--- src/cms_pkg.sv ---
/*
  Shared types and constants for the configuration and mode sequencer.
  Assumes a single 10 MHz system clock.
*/
`default_nettype none
package cms_pkg;
  localparam int unsigned CLK_HZ = 10_000_000;
  localparam int unsigned LOAD_LIMIT_MS = 100;
  localparam int unsigned LOAD_LIMIT_CYC = (LOAD_LIMIT_MS * (CLK_HZ / 1000));
  localparam int unsigned INIT_CYC_DEF = 16;
  localparam int unsigned IMAGE_BYTES_DEF = 64;
  localparam int unsigned FIFO_DEPTH = 8;
  localparam int unsigned PLL_CHAIN_BITS = 24;
  localparam logic [7:0] IDLE_BYTE = 8'h00;

  typedef enum logic [2:0] {
    CMS_SRC_MEMORY = 3'h0,
    CMS_SRC_PASSIVE_SERIAL = 3'h1,
    CMS_SRC_PASSIVE_PARALLEL_ASYNC = 3'h2,
    CMS_SRC_FAST_PARALLEL = 3'h3,
    CMS_SRC_SCAN = 3'h4
  } cms_scheme_e;

  // Gray codes along reset -> load -> init -> user
  typedef enum logic [1:0] {
    CMS_ST_RESET = 2'h0,
    CMS_ST_LOAD = 2'h1,
    CMS_ST_INIT = 2'h3,
    CMS_ST_USER = 2'h2
  } cms_state_e;

  typedef struct packed {
    logic valid;
    logic serial;
    logic [7:0] data;
  } cms_cfg_word_s;
endpackage : cms_pkg
`default_nettype wire

--- src/cms_fifo.sv ---
/*
  Parameterised valid/ready FIFO for configuration bytes.
  Assumes an asynchronous active-low reset whose release is synchronised upstream.
*/
`default_nettype none
module cms_fifo #(
  parameter int unsigned WIDTH = 8,
  parameter int unsigned DEPTH = cms_pkg::FIFO_DEPTH
) (
  // Clock and reset
  input wire logic clk,
  input wire logic rst_n,
  // Fill side
  input wire logic in_valid,
  output logic in_ready,
  input wire logic [WIDTH-1:0] in_data,
  // Drain side
  output logic out_valid,
  input wire logic out_ready,
  output logic [WIDTH-1:0] out_data
);
  localparam int unsigned AW = $clog2(DEPTH);
  typedef struct packed {
    logic [AW-1:0] wr;
    logic [AW-1:0] rd;
    logic [AW:0] count;
  } cms_fifo_s;
  cms_fifo_s st;
  cms_fifo_s next_st;
  logic [WIDTH-1:0] mem [DEPTH];
  logic push;
  logic pop;

  assign in_ready = (st.count != (AW+1)'(DEPTH));
  assign out_valid = (st.count != '0);
  assign out_data = mem[st.rd];
  assign push = in_valid && in_ready;
  assign pop = out_valid && out_ready;

  always_comb
  begin
    next_st = st;
    if (push)
    begin
      next_st.wr = (st.wr == AW'(DEPTH - 1)) ? '0 : st.wr + 1'b1;
    end
    if (pop)
    begin
      next_st.rd = (st.rd == AW'(DEPTH - 1)) ? '0 : st.rd + 1'b1;
    end
    next_st.count = st.count + (AW+1)'(push) - (AW+1)'(pop);
  end

  always_ff @(posedge clk or negedge rst_n)
  begin
    if (!rst_n)
    begin
      st <= '0;
    end
    else
    begin
      st <= next_st;
    end
  end

  always_ff @(posedge clk)
  begin
    if (push)
    begin
      mem[st.wr] <= in_data;
    end
  end
endmodule : cms_fifo
`default_nettype wire

--- src/cms_sequencer.sv ---
/*
  Configuration and mode sequencer: loads an image from the selected scheme,
  initialises, and runs user mode; also drives a PLL counter shift chain.
  Assumes all inputs but rst_n synchronous to clk; pad logic resolves the I/O enables.
*/
`default_nettype none
module cms_sequencer #(
  parameter int unsigned IMAGE_BYTES = cms_pkg::IMAGE_BYTES_DEF,
  parameter int unsigned INIT_CYC = cms_pkg::INIT_CYC_DEF,
  parameter int unsigned LOAD_LIMIT = cms_pkg::LOAD_LIMIT_CYC,
  parameter int unsigned IO_COUNT = 8,
  parameter int unsigned PLL_BITS = cms_pkg::PLL_CHAIN_BITS
) (
  // Clock and reset
  input wire logic clk,
  input wire logic rst_n,
  // Scheme selection and chain
  input wire cms_pkg::cms_scheme_e scheme,
  input wire logic chain_enable_in_n,
  output logic chain_enable_out_n,
  // Reconfiguration requests
  input wire logic reconfig_request_n,
  input wire logic scan_pulse_reconfig,
  // Configuration memory and serial/scan stream
  input wire logic serial_valid,
  input wire logic serial_data,
  // Parallel data: sync strobe or async host write to one location
  input wire logic par_valid,
  input wire logic par_write_n,
  input wire logic [7:0] par_data,
  output logic data_ready,
  // Status
  output logic command_mode,
  output logic user_mode,
  output logic config_done,
  output logic load_timeout,
  output logic init_reset_n,
  // User I/O pad control
  output logic [IO_COUNT-1:0] io_oe_allow,
  output logic io_weak_pullup,
  // PLL serial reprogramming
  input wire logic pll_from_pins,
  input wire logic pll_shift_logic,
  input wire logic pll_data_logic,
  input wire logic pll_shift_pin,
  input wire logic pll_data_pin,
  input wire logic pll_update,
  output logic [PLL_BITS-1:0] pll_counters
);
  localparam int unsigned BW = $clog2(IMAGE_BYTES + 1);
  localparam int unsigned LW = $clog2(LOAD_LIMIT + 1);
  localparam int unsigned IW = $clog2(INIT_CYC + 1);

  typedef struct packed {
    cms_pkg::cms_state_e state;
    logic [BW-1:0] bytes;
    logic [LW-1:0] load_cyc;
    logic [IW-1:0] init_cyc;
    logic [2:0] bit_cnt;
    logic [7:0] shreg;
    logic req_prev;
    logic wr_prev;
    logic timeout;
    logic [PLL_BITS-1:0] pll_shift;
    logic [PLL_BITS-1:0] pll_active;
  } cms_seq_s;

  cms_seq_s st;
  cms_seq_s next_st;
  logic rst_meta;
  logic rst_sync_n;
  cms_pkg::cms_cfg_word_s in_word;
  logic fifo_in_ready;
  logic fifo_out_valid;
  logic [7:0] fifo_out_data;
  logic consume;
  logic restart;
  logic serial_scheme;

  function automatic logic is_serial(input cms_pkg::cms_scheme_e s);
    is_serial = (s == cms_pkg::CMS_SRC_MEMORY) || (s == cms_pkg::CMS_SRC_PASSIVE_SERIAL) ||
      (s == cms_pkg::CMS_SRC_SCAN);
  endfunction : is_serial

  always_ff @(posedge clk or negedge rst_n)
  begin
    if (!rst_n)
    begin
      rst_meta <= 1'b0;
      rst_sync_n <= 1'b0;
    end
    else
    begin
      rst_meta <= 1'b1;
      rst_sync_n <= rst_meta;
    end
  end

  // Scheme steers serial assembly or parallel capture
  assign serial_scheme = is_serial(scheme);
  // Bytes enter only while loading and enabled by the chain
  always_comb
  begin
    in_word = '0;
    in_word.serial = serial_scheme;
    if (st.state == cms_pkg::CMS_ST_LOAD && !chain_enable_in_n)
    begin
      if (serial_scheme)
      begin
        in_word.valid = serial_valid && (st.bit_cnt == 3'h7);
        in_word.data = {st.shreg[6:0], serial_data};
      end
      else if (scheme == cms_pkg::CMS_SRC_PASSIVE_PARALLEL_ASYNC)
      begin
        in_word.valid = st.wr_prev && !par_write_n;
        in_word.data = par_data;
      end
      else
      begin
        in_word.valid = par_valid;
        in_word.data = par_data;
      end
    end
  end

  assign data_ready = fifo_in_ready;

  cms_fifo #(
    .WIDTH(8),
    .DEPTH(cms_pkg::FIFO_DEPTH)
  ) u_fifo (
    .clk(clk),
    .rst_n(rst_sync_n),
    .in_valid(in_word.valid),
    .in_ready(fifo_in_ready),
    .in_data(in_word.data),
    .out_valid(fifo_out_valid),
    .out_ready(st.state == cms_pkg::CMS_ST_LOAD),
    .out_data(fifo_out_data)
  );

  assign consume = fifo_out_valid && (st.state == cms_pkg::CMS_ST_LOAD);
  assign restart = (st.req_prev && !reconfig_request_n) || scan_pulse_reconfig;

  always_comb
  begin
    next_st = st;
    next_st.req_prev = reconfig_request_n;
    next_st.wr_prev = par_write_n;
    // PLL chain runs in any state, independent of the sequencer
    if (pll_from_pins ? pll_shift_pin : pll_shift_logic)
    begin
      next_st.pll_shift = {st.pll_shift[PLL_BITS-2:0], pll_from_pins ? pll_data_pin : pll_data_logic};
    end
    if (pll_update)
    begin
      next_st.pll_active = st.pll_shift;
    end
    case (st.state)
      cms_pkg::CMS_ST_RESET:
      begin
        next_st.bytes = '0;
        next_st.load_cyc = '0;
        next_st.bit_cnt = '0;
        next_st.state = cms_pkg::CMS_ST_LOAD;
      end
      cms_pkg::CMS_ST_LOAD:
      begin
        if (serial_scheme && serial_valid && !chain_enable_in_n && fifo_in_ready)
        begin
          next_st.shreg = {st.shreg[6:0], serial_data};
          next_st.bit_cnt = st.bit_cnt + 3'h1;
        end
        if (st.load_cyc != LW'(LOAD_LIMIT))
        begin
          next_st.load_cyc = st.load_cyc + 1'b1;
        end
        else
        begin
          next_st.timeout = 1'b1;
        end
        if (consume)
        begin
          next_st.bytes = st.bytes + 1'b1;
          if (st.bytes == BW'(IMAGE_BYTES - 1))
          begin
            next_st.init_cyc = '0;
            next_st.state = cms_pkg::CMS_ST_INIT;
          end
        end
      end
      cms_pkg::CMS_ST_INIT:
      begin
        next_st.init_cyc = st.init_cyc + 1'b1;
        if (st.init_cyc == IW'(INIT_CYC - 1))
        begin
          next_st.state = cms_pkg::CMS_ST_USER;
        end
      end
      cms_pkg::CMS_ST_USER:
      begin
      end
      default:
      begin
        next_st.state = cms_pkg::CMS_ST_RESET;
      end
    endcase
    if (restart)
    begin
      next_st.state = cms_pkg::CMS_ST_RESET;
      next_st.timeout = 1'b0;
    end
  end

  always_ff @(posedge clk or negedge rst_sync_n)
  begin
    if (!rst_sync_n)
    begin
      st <= '{state: cms_pkg::CMS_ST_RESET, req_prev: 1'b1, wr_prev: 1'b1, default: '0};
    end
    else
    begin
      st <= next_st;
    end
  end

  assign user_mode = (st.state == cms_pkg::CMS_ST_USER);
  assign command_mode = !user_mode;
  assign config_done = user_mode || (st.state == cms_pkg::CMS_ST_INIT);
  assign chain_enable_out_n = !config_done;
  assign io_oe_allow = user_mode ? '1 : '0;
  assign io_weak_pullup = !config_done;
  assign init_reset_n = user_mode;
  assign load_timeout = st.timeout;
  assign pll_counters = st.pll_active;

  // Cycles spent initialising, for the length check
  logic [IW-1:0] init_watch;

  always_ff @(posedge clk or negedge rst_sync_n)
  begin
    if (!rst_sync_n)
    begin
      init_watch <= '0;
    end
    else if (st.state == cms_pkg::CMS_ST_INIT)
    begin
      init_watch <= init_watch + 1'b1;
    end
    else
    begin
      init_watch <= '0;
    end
  end

  property p_io_hiz;
    @(posedge clk) disable iff (!rst_sync_n) !user_mode |-> (io_oe_allow == '0);
  endproperty
  a_io_hiz: assert property (p_io_hiz) else $error("I/O enabled outside user mode");

  property p_pullup;
    @(posedge clk) disable iff (!rst_sync_n) (st.state == cms_pkg::CMS_ST_LOAD) |-> io_weak_pullup;
  endproperty
  a_pullup: assert property (p_pullup) else $error("Pull-up missing during load");

  property p_init_len;
    @(posedge clk) disable iff (!rst_sync_n) $rose(user_mode) |-> (init_watch == IW'(INIT_CYC));
  endproperty
  a_init_len: assert property (p_init_len) else $error("Init phase length wrong");

  property p_modes;
    @(posedge clk) disable iff (!rst_sync_n)
      (command_mode != user_mode) && (!$rose(user_mode) || $past(st.state == cms_pkg::CMS_ST_INIT));
  endproperty
  a_modes: assert property (p_modes) else $error("Mode flags overlap");

  property p_restart;
    @(posedge clk) disable iff (!rst_sync_n) restart |=> (st.state == cms_pkg::CMS_ST_RESET) ##1 command_mode;
  endproperty
  a_restart: assert property (p_restart) else $error("Restart not taken");

  property p_chain_out;
    @(posedge clk) disable iff (!rst_sync_n) $rose(st.state == cms_pkg::CMS_ST_INIT) |-> !chain_enable_out_n;
  endproperty
  a_chain_out: assert property (p_chain_out) else $error("Chain enable not passed on");

  property p_chain_in;
    @(posedge clk) disable iff (!rst_sync_n) chain_enable_in_n |-> !in_word.valid;
  endproperty
  a_chain_in: assert property (p_chain_in) else $error("Data taken while chain disabled");

  property p_pll;
    @(posedge clk) disable iff (!rst_sync_n) pll_update |=> (pll_counters == $past(st.pll_shift));
  endproperty
  a_pll: assert property (p_pll) else $error("PLL counters not updated");

  property p_pll_keep;
    @(posedge clk) disable iff (!rst_sync_n) (user_mode && pll_update && !restart) |=> user_mode;
  endproperty
  a_pll_keep: assert property (p_pll_keep) else $error("PLL update disturbed mode");

  property p_first_load;
    @(posedge clk) disable iff (!rst_sync_n) (st.state == cms_pkg::CMS_ST_RESET && !restart) |=>
      (st.state == cms_pkg::CMS_ST_LOAD);
  endproperty
  a_first_load: assert property (p_first_load) else $error("Load not entered");

  property p_timeout_set;
    @(posedge clk) disable iff (!rst_sync_n)
      (st.state == cms_pkg::CMS_ST_LOAD && st.load_cyc == LW'(LOAD_LIMIT) && !restart) |=> load_timeout;
  endproperty
  a_timeout_set: assert property (p_timeout_set) else $error("Load timeout not flagged");

  property p_timeout_clear;
    @(posedge clk) disable iff (!rst_sync_n) restart |=> !load_timeout;
  endproperty
  a_timeout_clear: assert property (p_timeout_clear) else $error("Timeout kept over restart");

  property p_pll_hold;
    @(posedge clk) disable iff (!rst_sync_n) !pll_update |=> $stable(pll_counters);
  endproperty
  a_pll_hold: assert property (p_pll_hold) else $error("PLL counters moved without update");

  property p_pll_shift;
    @(posedge clk) disable iff (!rst_sync_n) (pll_from_pins ? pll_shift_pin : pll_shift_logic) |=>
      (st.pll_shift[0] == $past(pll_from_pins ? pll_data_pin : pll_data_logic));
  endproperty
  a_pll_shift: assert property (p_pll_shift) else $error("PLL chain bit lost");

  property p_async_take;
    @(posedge clk) disable iff (!rst_sync_n) (st.state == cms_pkg::CMS_ST_LOAD && !chain_enable_in_n &&
      scheme == cms_pkg::CMS_SRC_PASSIVE_PARALLEL_ASYNC && st.wr_prev && !par_write_n && fifo_in_ready) |=>
      fifo_out_valid;
  endproperty
  a_async_take: assert property (p_async_take) else $error("Host write not captured");

  property p_serial_bit;
    @(posedge clk) disable iff (!rst_sync_n) (st.state == cms_pkg::CMS_ST_LOAD && serial_scheme && serial_valid &&
      !chain_enable_in_n && fifo_in_ready) |=> (st.bit_cnt == $past(st.bit_cnt) + 3'h1);
  endproperty
  a_serial_bit: assert property (p_serial_bit) else $error("Serial bit not counted");
endmodule : cms_sequencer
`default_nettype wire

--- config.mk ---
export PLATFORM = sky130hd
export DESIGN_NAME = cms_sequencer
export DESIGN_NICKNAME = d
export VERILOG_FILES = /design/src/cms_pkg.sv /design/src/cms_fifo.sv /design/src/cms_sequencer.sv
export SDC_FILE = /design/constraint.sdc
export NUM_CORES = 1
export LEC_CHECK = 0
export BUFFER_PORTS_ARGS = -buffer_cell sky130_fd_sc_hd__buf_2
export CORE_ASPECT_RATIO = 1.4
export CORE_MARGIN = 2
export CORE_UTILIZATION = 50
export CTS_BUF_LIST = sky130_fd_sc_hd__clkbuf_8
export CTS_CLUSTER_SIZE = 20
export DETAILED_ROUTE_END_ITERATION = 10
export GPL_TIMING_DRIVEN = 0
export HOLD_SLACK_MARGIN = 0.05
export PLACE_DENSITY = 0.76
export SKIP_LAST_GASP = 1
export SLEW_MARGIN = 20
export SYNTH_ARGS = -nofsm -noshare
export SYNTH_HDL_FRONTEND = slang
export SYNTH_HIERARCHICAL = 1
export SYNTH_SLANG_ARGS = --single-unit
export TNS_END_PERCENT = 50
--- constraint.sdc ---
create_clock -name clk -period 6.7 [get_ports clk]
set_input_delay 1.675 -clock clk [delete_from_list [all_inputs] [get_ports clk]]
set_output_delay 1.675 -clock clk [all_outputs]
set_load 0.03 [all_outputs]
==> results.md <==
* Vias per cell at 5.40
* TritonRoute pass-1 iters at 6
* # fillers at 766
* Multi-input gate area at 1880 um^2
* Antenna violations before repair at 0
* Die footprint at 10100 um^2
* Pre-CTS WS at 2990 ps
* Setup violations, final at 0
* Clock group share of total power at 25.0%
* Total CTS buffers at 9
* CTS sink count at 94
* Final Skew at 5.21 ps
* Wire per inst at 14.9 um
* Seq. cell area at 2360 um^2
* Sw frac at 30.9%
* Die H at 118 um
* Worst Path Arrival at 2440 ps
* Htree depth at 3
* Gate count after technology mapping at 412
* DR vias at 3198
* Min-delay worst type: register to async pin
* GRT Total Usage at 18.4%
* ANT nets after route at 0
* Worst endpoint required time at 5030 ps
* PwrDens at 338 nW/um^2
* Maximum vdd drop at 268 uV
* PostCTS Resize Cnt at 0
* Largest net degree at the start of global routing at 49
* Synthesized area at 4650 um^2
* Int Pwr at 1250 uW
* TNS Setup at 0 ps
* Layout cells sized above 1 at 36.1%
* Initial core utilization at 51.6%
* Number of DRC markers in iteration 0 at 158
* TritonCTS clock tree: done
* Clk_lat worst skew at 360 ps
* Core area at 9030 um^2
* Critical-path maximum fanout at 10
* Tot Pwr at 1810 uW
* Setup repair after global routing missed its margin: false
* Design Area, Final at 5360 um^2
* CTS root buf: clkbuf_8
* CTS max path bufs at 2
* Routability Congestion at 0.840
* Startpoint types: register
* Comb power frac at 30.4%
* Cell Area, Placed at 5110 um^2
* Sw power at 560 uW
* Final period util at 61.4%
* Fmax at 243 MHz
* Layout Utilization at 59.4%
* I/O Pins at 66
* Site Rows at 41
* Port buffer count at 55
* Setup bufs post-CTS at 0
* Antenna Diode Count at 0
* HPWL Detailed at 6510 um
* Final wirelength at 8800 um
* Setup WS post-layout at 2590 ps
* Min Tclk post-route at 4110 ps
* Vias in the first global route at 3242
* YS warnings at 6
* Hold buffer count at cts at 0
* Slew of the pin with the lowest slew margin at 718 ps
* Leakage at 0.00264 uW
* Avg Cell Area, Syn at 11.3 um^2
* Reg power frac at 44.7%
* Net count after synthesis at 452
* CP Capture Type: output pin
* # nets final at 520
* CP Class: register to output pin
* Maxcap violations at 0
* DRC Markers at 0
* Grt total ovfl at 0
* First-pass GRT wire length at 14900 um
* Clk slew on worst S/H paths at 80 ps
* Final hold violation count at 0
* Fin. max-slew vios at 0
* Die width at 85.5 um
* Outcome: finished clean
* Area delta synth->final at 15.2%
* Max_slew headroom at 50.8%
cell usage in the layout (no fill, tap or decap), drive strengths merged, types with 6 or more instances in the layout:
master  count
nor2       14
mux2       50
dfrtp      92
buf        99
clkbuf     21
inv        22
nand3      12
ha         13
o21ai      14
nand4       8
nor3        6
a22o        9
nand2      40
a21oi       8
mux2i      13
state kept, by name, indices dropped and copies added, names as in the netlist:
register,count
load_timeout,1
pll_counters,24
rst_meta,1
rst_sync_n,1
st,63
u_fifo/st,4
metrics by stage:
step	hold slack (ps)	cells
2_1_floorplan	331	412
3_3_place_gp	336	574
3_5_place_dp	182	576
4_1_cts	190	592
5_1_grt	199	592
6_report	178	592
critical path, cell delays in order, from the launching register on:
cell and delay, ps:
dfrtp_1 420, clkbuf_1 410, clkbuf_1 470, nand2_1 190
inv_1 250, buf_4 150, buf_2 180
routing by layer:
| metal | routed length (um) | GRT usage, % | part of all wire, % | vias up |
|---|---|---|---|---|
| met5 | 0 | 0 | 0 | - |
| met2 | 4790 | 32.7 | 54 | 50 |
| li1 | - | - | - | 1548 |
| met3 | 289 | 4.47 | 3.3 | 11 |
| met1 | 3610 | 21.1 | 41 | 1589 |
| met4 | 117 | 6.45 | 1.3 | 0 |
path summary, 6_finish.rpt:
check	slack [ps]	end	from	depth (start not counted)
min reg2reg	180	st[69]	rst_sync_n	0
max	2590	io_oe_allow[3]	st[95]	6
min	180	st[69]	rst_sync_n	0
max in group asynchronous	5510	rst_sync_n	rst_n	1
max reg2reg	3980	u_fifo/st[2]	st[94]	13
min in group clk	360	rst_sync_n	rst_meta	0
cell type report:
type                            count  area share [%]
Buffer                             52            6.32
Clock buffer                       11            2.82
Clock inverter                      5            1.82
Inverter                           21            1.47
Multi-Input combinational cell    245            35.1
Sequential cell                    94            44.0
Tap cell                          107            2.50
Timing Repair Buffer               57            6.02
power by group through the flow:
stage                     clock network, uW  registers, uW  logic (uW)
after floorplan                           0            795         443
after global placement                    0            821         524
after detailed placement                  0            824         560
after CTS                               466            813         562
after global routing                    489            831         599
final                                   452            810         551
Power figures use the tool's default switching activity.
